### src/logic/pcx_pkg.sv
// Constants and types shared by the control-3 and indirect access logic.
// Assumes a 40 MHz management clock and a decoded management register port.
package pcx_pkg;

  // Direct register offsets on the five-bit management address.
  localparam logic [4:0]  OFF_CTL3     = 5'h0b;  // Link control three.
  localparam logic [4:0]  OFF_ACC_CTL  = 5'h0d;  // Indirect access control.
  localparam logic [4:0]  OFF_ADDAT    = 5'h0e;  // Indirect address or data.

  // Reset values of the three registers.
  localparam logic [15:0] CTL3_RST     = 16'h0000;
  localparam logic [15:0] ACC_CTL_RST  = 16'h0000;
  localparam logic [15:0] PTR_RST      = 16'h0000;

  // Writable bits; all other bits ignore writes and read as zero.
  localparam logic [15:0] CTL3_WMASK   = 16'h007f;

  // Field positions.
  localparam int          CTL3_POL_BIT = 6;   // Polarity swap.
  localparam int          CTL3_XOV_BIT = 5;   // Pair crossover.
  localparam int          FLD_RX_BIT   = 3;   // Fast drop on receive errors.
  localparam int          FLD_MLT_BIT  = 2;   // Fast drop on coding violations.
  localparam int          FLD_SNR_BIT  = 1;   // Fast drop on low signal to noise.
  localparam int          FLD_NRG_BIT  = 0;   // Fast drop on energy loss.
  localparam int          FN_HI        = 15;
  localparam int          FN_LO        = 14;
  localparam int          DEV_HI       = 4;
  localparam int          DEV_LO       = 0;

  // The only target device id that the indirect path answers.
  localparam logic [4:0]  DEV_OWN      = 5'h1f;

  // Function field of the access control register.
  typedef enum logic [1:0] {
    PCX_FN_ADDR   = 2'h0,  // Data port reaches the pointer.
    PCX_FN_DATA   = 2'h1,  // Data, pointer kept.
    PCX_FN_INC_RW = 2'h2,  // Data, pointer steps after reads and writes.
    PCX_FN_INC_WR = 2'h3   // Data, pointer steps after writes only.
  } pcx_fn_t;

  // Fast link-drop thresholds per observation window.
  localparam logic [5:0]  THR_RX       = 6'h20;  // 32 receive errors.
  localparam logic [5:0]  THR_MLT      = 6'h14;  // 20 coding violations.
  localparam logic [5:0]  THR_SNR      = 6'h14;  // 20 threshold crossings.

  // Observation window timing.
  localparam int          CLK_PERIOD_NS = 25;
  localparam int          WINDOW_NS     = 10000;
  localparam int          WIN_CYC       = WINDOW_NS / CLK_PERIOD_NS;
  localparam logic [8:0]  WIN_LAST      = 9'(WIN_CYC - 1);
  localparam logic [8:0]  WIN_ZERO      = 9'h000;

endpackage

### src/logic/pcx_win_count.sv
// Threshold counter for one fast link-drop trigger.
// Assumes window_start and evt_in come from logic on the same clock.
`timescale 1ns/100ps

module pcx_win_count #(
  parameter logic [5:0] THRESH = 6'h14
) (
  input  wire logic clk,
  input  wire logic sys_rst,
  input  wire logic enable,
  input  wire logic window_start,
  input  wire logic evt_in,
  output logic      hit
);

  // All state of the counter.
  typedef struct packed {
    logic [5:0] cnt;  // Events seen in the current window.
    logic       hit;  // One-cycle pulse when the threshold is met.
  } pcx_wc_state_t;

  pcx_wc_state_t s_q;  // Registered state.
  pcx_wc_state_t s_d;  // Next state.
  logic [5:0]    base; // Count that this cycle builds on.

  // Counting restarts at each window start, so an event in the first cycle of
  // a window counts toward the new window, never the old one.
  always_comb
  begin
    s_d  = s_q;
    base = window_start ? 6'h00 : s_q.cnt;
    s_d.hit = 1'b0;
    if (!enable)
    begin
      // A disabled trigger holds no stale count for when it is enabled.
      s_d.cnt = 6'h00;
    end
    else if (evt_in && base != THRESH)
    begin
      s_d.cnt = base + 6'h01;
      s_d.hit = (base + 6'h01) == THRESH;
    end
    else
    begin
      // Saturate at the threshold so that one window fires only once.
      s_d.cnt = base;
    end
  end

  // State register.
  always_ff @(posedge clk)
  begin
    if (sys_rst)
    begin
      s_q <= '0;
    end
    else
    begin
      s_q <= s_d;
    end
  end

  assign hit = s_q.hit;
endmodule

### src/logic/pcx_ctrl3_indirect.sv
// Control-3 register, fast link-drop logic and indirect extended access.
// Assumes a decoded management register port on clk and extended registers
// that answer a read strobe with data in the same cycle.
`timescale 1ns/100ps

module pcx_ctrl3_indirect (
  input  wire logic        clk,
  input  wire logic        sys_rst,
  input  wire logic [4:0]  mgmt_addr,
  input  wire logic        mgmt_wr,
  input  wire logic        mgmt_rd,
  input  wire logic [15:0] mgmt_wdata,
  output logic [15:0]      mgmt_rdata,
  output logic             mgmt_rvalid,
  output logic             ext_wr,
  output logic             ext_rd,
  output logic [15:0]      ext_addr,
  output logic [15:0]      ext_wdata,
  input  wire logic [15:0] ext_rdata,
  input  wire logic        rx_err_evt,
  input  wire logic        mlt3_viol_evt,
  input  wire logic        low_snr_evt,
  input  wire logic        energy_loss,
  output logic             polarity_swap,
  output logic             pair_crossover,
  output logic             port_mirror,
  output logic             link_drop
);

  // All state of the block.
  typedef struct packed {
    logic [15:0]     ctl3;     // Link control three, writable bits only.
    pcx_pkg::pcx_fn_t fn;      // Function field.
    logic [4:0]      dev;      // Target device id.
    logic [15:0]     ptr;      // Extended set address pointer.
    logic [8:0]      win;      // Position in the observation window.
    logic            rd_pend;  // A read is in its second cycle.
    logic            rd_ext;   // That read comes from the extended set.
    logic [15:0]     rd_hold;  // Direct read value waiting to be answered.
    logic [15:0]     rdata;    // Read answer.
    logic            rvalid;   // Read answer strobe.
    logic            ext_wr;   // Extended write strobe.
    logic            ext_rd;   // Extended read strobe.
    logic [15:0]     ext_addr; // Extended register address.
    logic [15:0]     ext_wdata;// Extended write data.
    logic            pol;      // Polarity swap to the line logic.
    logic            xov;      // Pair crossover to the line logic.
    logic            mirror;   // Port mirror to the line logic.
    logic            drop;     // Link drop request.
  } pcx_state_t;

  pcx_state_t s_q;      // Registered state.
  pcx_state_t s_d;      // Next state.
  logic       win_start;// First cycle of an observation window.
  logic       hit_rx;   // Receive error trigger fired.
  logic       hit_mlt;  // Coding violation trigger fired.
  logic       hit_snr;  // Low signal to noise trigger fired.
  logic       dev_ok;   // Indirect path addresses this device.
  logic       wr_ad;    // Write to the address or data register.
  logic       rd_ad;    // Read of the address or data register.

  assign win_start = (s_q.win == pcx_pkg::WIN_ZERO);
  assign dev_ok    = (s_q.dev == pcx_pkg::DEV_OWN);
  assign wr_ad     = mgmt_wr && (mgmt_addr == pcx_pkg::OFF_ADDAT);
  // A write in the same cycle as a read takes the port; the read is dropped.
  assign rd_ad     = mgmt_rd && !mgmt_wr && (mgmt_addr == pcx_pkg::OFF_ADDAT);

  // Counting triggers share one free-running window so that they stay aligned.
  pcx_win_count #(
    .THRESH       (pcx_pkg::THR_RX)
  ) u_cnt_rx (
    .clk          (clk),
    .sys_rst      (sys_rst),
    .enable       (s_q.ctl3[pcx_pkg::FLD_RX_BIT]),
    .window_start (win_start),
    .evt_in       (rx_err_evt),
    .hit          (hit_rx)
  );

  pcx_win_count #(
    .THRESH       (pcx_pkg::THR_MLT)
  ) u_cnt_mlt (
    .clk          (clk),
    .sys_rst      (sys_rst),
    .enable       (s_q.ctl3[pcx_pkg::FLD_MLT_BIT]),
    .window_start (win_start),
    .evt_in       (mlt3_viol_evt),
    .hit          (hit_mlt)
  );

  pcx_win_count #(
    .THRESH       (pcx_pkg::THR_SNR)
  ) u_cnt_snr (
    .clk          (clk),
    .sys_rst      (sys_rst),
    .enable       (s_q.ctl3[pcx_pkg::FLD_SNR_BIT]),
    .window_start (win_start),
    .evt_in       (low_snr_evt),
    .hit          (hit_snr)
  );

  // Next-state logic for registers, indirect access and link drop.
  always_comb
  begin
    s_d        = s_q;
    s_d.ext_wr = 1'b0;
    s_d.ext_rd = 1'b0;
    s_d.rvalid = 1'b0;
    s_d.rd_pend = 1'b0;
    s_d.rd_ext = 1'b0;

    // Window counter wraps every ten microseconds.
    if (s_q.win == pcx_pkg::WIN_LAST)
    begin
      s_d.win = pcx_pkg::WIN_ZERO;
    end
    else
    begin
      s_d.win = s_q.win + 9'h001;
    end

    // Register writes; reserved bits are masked away.
    if (mgmt_wr)
    begin
      if (mgmt_addr == pcx_pkg::OFF_CTL3)
      begin
        s_d.ctl3 = mgmt_wdata & pcx_pkg::CTL3_WMASK;
      end
      else if (mgmt_addr == pcx_pkg::OFF_ACC_CTL)
      begin
        s_d.fn  = pcx_pkg::pcx_fn_t'(mgmt_wdata[pcx_pkg::FN_HI:pcx_pkg::FN_LO]);
        s_d.dev = mgmt_wdata[pcx_pkg::DEV_HI:pcx_pkg::DEV_LO];
      end
      else if (wr_ad && dev_ok)
      begin
        // Foreign device ids fall through untouched.
        if (s_q.fn == pcx_pkg::PCX_FN_ADDR)
        begin
          s_d.ptr = mgmt_wdata;
        end
        else
        begin
          // The pointed register is written; direct addresses never reach it.
          s_d.ext_wr    = 1'b1;
          s_d.ext_addr  = s_q.ptr;
          s_d.ext_wdata = mgmt_wdata;
          if (s_q.fn != pcx_pkg::PCX_FN_DATA)
          begin
            s_d.ptr = s_q.ptr + 16'h0001;
          end
        end
      end
    end
    else if (mgmt_rd)
    begin
      // Every read answers two cycles later, whatever its source.
      s_d.rd_pend = 1'b1;
      s_d.rd_hold = 16'h0000;
      if (mgmt_addr == pcx_pkg::OFF_CTL3)
      begin
        s_d.rd_hold = s_q.ctl3 & pcx_pkg::CTL3_WMASK;
      end
      else if (mgmt_addr == pcx_pkg::OFF_ACC_CTL)
      begin
        s_d.rd_hold[pcx_pkg::FN_HI:pcx_pkg::FN_LO]   = s_q.fn;
        s_d.rd_hold[pcx_pkg::DEV_HI:pcx_pkg::DEV_LO] = s_q.dev;
      end
      else if (rd_ad && dev_ok)
      begin
        if (s_q.fn == pcx_pkg::PCX_FN_ADDR)
        begin
          s_d.rd_hold = s_q.ptr;
        end
        else
        begin
          s_d.ext_rd   = 1'b1;
          s_d.ext_addr = s_q.ptr;
          s_d.rd_ext   = 1'b1;
          // Only the read-and-write increment mode steps after a read.
          if (s_q.fn == pcx_pkg::PCX_FN_INC_RW)
          begin
            s_d.ptr = s_q.ptr + 16'h0001;
          end
        end
      end
    end

    // Second read cycle: the extended set answers during its strobe.
    if (s_q.rd_pend)
    begin
      s_d.rvalid = 1'b1;
      s_d.rdata  = s_q.rd_ext ? ext_rdata : s_q.rd_hold;
    end

    // Line controls follow the stored bits one cycle later.
    s_d.pol    = s_q.ctl3[pcx_pkg::CTL3_POL_BIT];
    s_d.xov    = s_q.ctl3[pcx_pkg::CTL3_XOV_BIT];
    s_d.mirror = s_q.ctl3[pcx_pkg::CTL3_POL_BIT] && s_q.ctl3[pcx_pkg::CTL3_XOV_BIT];

    // Any enabled trigger drops the link; energy loss needs no count and drops it on the next cycle.
    s_d.drop = hit_rx || hit_mlt || hit_snr ||
               (s_q.ctl3[pcx_pkg::FLD_NRG_BIT] && energy_loss);
  end

  // State register; all control state starts from the documented defaults.
  always_ff @(posedge clk)
  begin
    if (sys_rst)
    begin
      s_q      <= '0;
      s_q.ctl3 <= pcx_pkg::CTL3_RST;
      s_q.fn   <= pcx_pkg::pcx_fn_t'(pcx_pkg::ACC_CTL_RST[pcx_pkg::FN_HI:pcx_pkg::FN_LO]);
      s_q.dev  <= pcx_pkg::ACC_CTL_RST[pcx_pkg::DEV_HI:pcx_pkg::DEV_LO];
      s_q.ptr  <= pcx_pkg::PTR_RST;
    end
    else
    begin
      s_q <= s_d;
    end
  end

  // Outputs come straight from the state register.
  assign mgmt_rdata     = s_q.rdata;
  assign mgmt_rvalid    = s_q.rvalid;
  assign ext_wr         = s_q.ext_wr;
  assign ext_rd         = s_q.ext_rd;
  assign ext_addr       = s_q.ext_addr;
  assign ext_wdata      = s_q.ext_wdata;
  assign polarity_swap  = s_q.pol;
  assign pair_crossover = s_q.xov;
  assign port_mirror    = s_q.mirror;
  assign link_drop      = s_q.drop;
endmodule

### config.mk
export PLATFORM = sky130hd
export DESIGN_NAME = pcx_ctrl3_indirect
export DESIGN_NICKNAME = d
export VERILOG_FILES = /design/src/logic/pcx_pkg.sv /design/src/logic/pcx_win_count.sv /design/src/logic/pcx_ctrl3_indirect.sv
export SDC_FILE = /design/constraint.sdc
export NUM_CORES = 1
export LEC_CHECK = 0
export BUFFER_PORTS_ARGS = -buffer_cell sky130_fd_sc_hd__buf_4
export CAP_MARGIN = 20
export CORE_AREA = 8 8 116 118
export CTS_CLUSTER_DIAMETER = 50
export DETAILED_ROUTE_END_ITERATION = 7
export DIE_AREA = 0 0 124 126
export PLACE_DENSITY = 0.76
export SYNTH_ARGS = -nofsm -noshare
export SYNTH_HDL_FRONTEND = slang
export SYNTH_SLANG_ARGS = --single-unit
### constraint.sdc
create_clock -name clk -period 2.35 [get_ports clk]
set_clock_uncertainty 0.2 [all_clocks]
set_input_delay 0.47 -clock clk [delete_from_list [all_inputs] [get_ports clk]]
set_output_delay 0.47 -clock clk [all_outputs]
set_load 0.02 [all_outputs]
==> results.md <==
* Initial DRC Count at 494
* Worst hold endpoint: ext_wdata[8]
* Post-synth EDFFs at 0
* Synth Flop Type: dfxtp_1
* IO Port Bufs at 99
* # setup viols final at 0
* Multi-input logic area at 2830 µm²
* Wirelength, routed at 16500 µm
* Wire per inst at 18.5 µm
* GRT Total Usage at 0.212
* GRT overflow at 0
* Synth top area share at 0.432
* DRC viols at 0
* Router iterations before antenna repair at 5
* Leakage at 2.76 nW
* H-Tree Depth at 4
* Total CTS buffers at 17
* Starting Density at 0.523
* Chip height at 126 µm
* Antenna diode count at 0
* Final Hold Viols at 0
* Startpoint class of the critical path: register
* Int Pwr at 3.96 mW
* Syn Nets at 729
* Clock Sinks at 132
* RSZ-0062 raised after global routing: false
* Worst IR Drop VDD at 0.545 mV
* Max Cap Viol at 0
* Comb power frac at 0.064
* Slew headroom at 0.614
* Via count at 5405
* Pwr per Cell Area at 699 nW/µm²
* Fill count at 1008
* TritonCTS clock tree: built
* Worst Path Required at 2.51 ns
* Post-synth top area cell: dfxtp_1
* Vias in the first global route at 5286
* Most frequent cell after synthesis: dfxtp_1
* Die W at 124 µm
* Switching Share at 0.226
* Crit. End Element: register
* WP data arrival at 2.23 ns
* Clk network pwr share at 0.491
* DP HPWL at 11800 µm
* Clk Latency, worst-skew pair at 0.42 ns
* Post-CTS resize count at 0
* Synthesized area at 6120 µm²
* Clock buffer depth at 2
* Core Area at 11700 µm²
* Max-slew violation count at 0
* Post-Syn Area per Cell at 8.99 µm²
* Die ar. at 15600 µm²
* Worst-Margin Slew at 0.574 ns
* Post-synthesis cell type count at 62
* Reg2Reg Depth at 8
* Clk slew on worst S/H paths at 0.06 ns
* DRT antenna net count at 0
* Synth Warn # at 0
* Synthesis-to-finish area growth at 19.5%
* Post-CTS Setup Inserts at 0
* CTS Hold Bufs at 0
* Largest net degree at the start of global routing at 54
* Sequential Power Share at 0.445
* Hold_sp: mgmt_wdata[8]
* Flops & latches, synth at 132
* Sequential element share of the synthesized area at 0.432
* FF-to-FF End: ext_wdata[12]
* Max Fclk at 483 MHz
* WS Path Type: register to register
* Setup TNS at 0 ns
* Antenna violations before repair at 0
* FF/Latch Area at 2640 µm²
* Final GP Congestion at 0.878
* R2r setup slk at 0.28 ns
* Layout cells sized above 1 at 0.249
* Crit share post-route at 0.881
* Fin util at 0.625
* Status: finished, final reports clean
* Post-synth ARST share at 0
* RR Startpoint: s_q[102]
* Crit path max fanout at 24
* Final #Nets at 779
* Switch Pwr at 1.15 mW
* Worst hold path class: input pin to register
* First-pass GRT wire length at 26200 µm
* Tmin final at 2.07 ns
* Synth top cells by count: 132 x dfxtp_1, 60 x nor2_1, 48 x buf_4
* Root buffer cell: clkbuf_16
* Hold path cells at 2
* Cell count after synthesis at 681
* Synth area leaders: dfxtp_1 43%, buf_4 5.9%, mux2i_1 3.8%
* Vias per cell at 6.07
* I/O pins at 100
* Rows at 40
-- stage by stage --
stage	power, mW	hold slack [ns]	cells	worst slack, ns	cell area [µm²]
after CTS	5.14	0.0875	891	0.305	7320
after global placement	2.64	0.244	859	0.0703	6760
after floorplan	2.50	0.222	681	0.203	6120
after global routing	5.27	0.0918	891	0.200	7320
final	5.12	0.104	891	0.279	7320
after detailed placement	2.65	0.254	859	0.0265	6760
-- routing by layer --
metal	global-route usage	vias up	part of all wire
met5	0	-	0
li1	-	2549	-
met4	0.113	0	0.042
met3	0.0617	61	0.080
met1	0.253	2558	0.41
met2	0.333	237	0.47
-- how the worst max path moves through the flow --
stage / from / end / slack, ns / cells after the start
floorplan: mgmt_addr[0] / s_q[82] / 0.20 / 4
global placement: mgmt_addr[0] / ext_wdata[12] / 0.07 / 9
detailed placement: mgmt_addr[0] / ext_wdata[12] / 0.03 / 9
CTS: s_q[103] / s_q[57] / 0.31 / 5
global route: s_q[103] / s_q[57] / 0.20 / 5
finish: s_q[102] / ext_wdata[12] / 0.28 / 8
-- layout make-up --
cell class                      instances  share of cell area
Timing Repair Buffer                  127               0.137
Clock buffer                           20              0.0611
Inverter                               27              0.0139
Multi-Input combinational cell        426               0.386
Clock inverter                         12              0.0154
Sequential cell                       132               0.361
Tap cell                              147              0.0251
-- cell families (layout without fill, tap and decap cells) --
| group | Yosys count | in the layout | share of synthesized area |
|---|---|---|---|
| xor gates and xnor gates | 20 | 20 | 0.0286 |
| and+or+nand+nor | 209 | 209 | 0.175 |
| DFF | 132 | 132 | 0.432 |
| AOI/OAI and AO/OA | 171 | 171 | 0.214 |
| adders and majority gates | 3 | 3 | 0.00613 |
| muxes | 23 | 23 | 0.0376 |
| buffers and inverters | 123 | 186 | 0.107 |
-- power by group through the flow --
stage          sequential (mW)  combinational, mW  clock, mW
2_1_floorplan             2.32              0.183          0
4_1_cts                   2.28              0.322       2.54
3_3_place_gp              2.32              0.312          0
6_report                  2.28              0.325       2.51
5_1_grt                   2.28              0.350       2.64
3_5_place_dp              2.33              0.321          0
-- worst max-delay path: stages, from the launching register on --
cell and delay, ns:
dfxtp_1 0.38, nand4b_2 0.15, buf_4 0.16, nor4_4 0.22, buf_4 0.18, buf_12 0.16, and3_1 0.21, buf_12 0.15
a31o_2 0.16
-- layout by cell type, fill, tap and decap left out, drive strengths merged, types with 10 or more instances in the layout --
master and count:
clkinv 10, a211oi 23, nor2 60, a31o 17, buf 127, nand3 36
dfxtp 132, nor3 10, nand2 38, o21ai 15, a21oi 22, mux2i 23
a22o 16, inv 26, xor2 12, nor4 13, a311oi 18, clkbuf 20
-- flip-flops by register name, indices dropped and copies added, names as in the netlist --
name and flops:
ext_addr 16, ext_wdata 16, ext_wr 1, link_drop 1, mgmt_rdata 16, mgmt_rvalid 1, pair_crossover 1, polarity_swap 1
port_mirror 1, s_d 2, s_q 55, u_cnt_mlt.hit 1, u_cnt_mlt.s_q 6, u_cnt_rx.hit 1, u_cnt_rx.s_q 6, u_cnt_snr.hit 1
u_cnt_snr.s_q 6
Note: power is estimated with default switching activity, not from simulation.
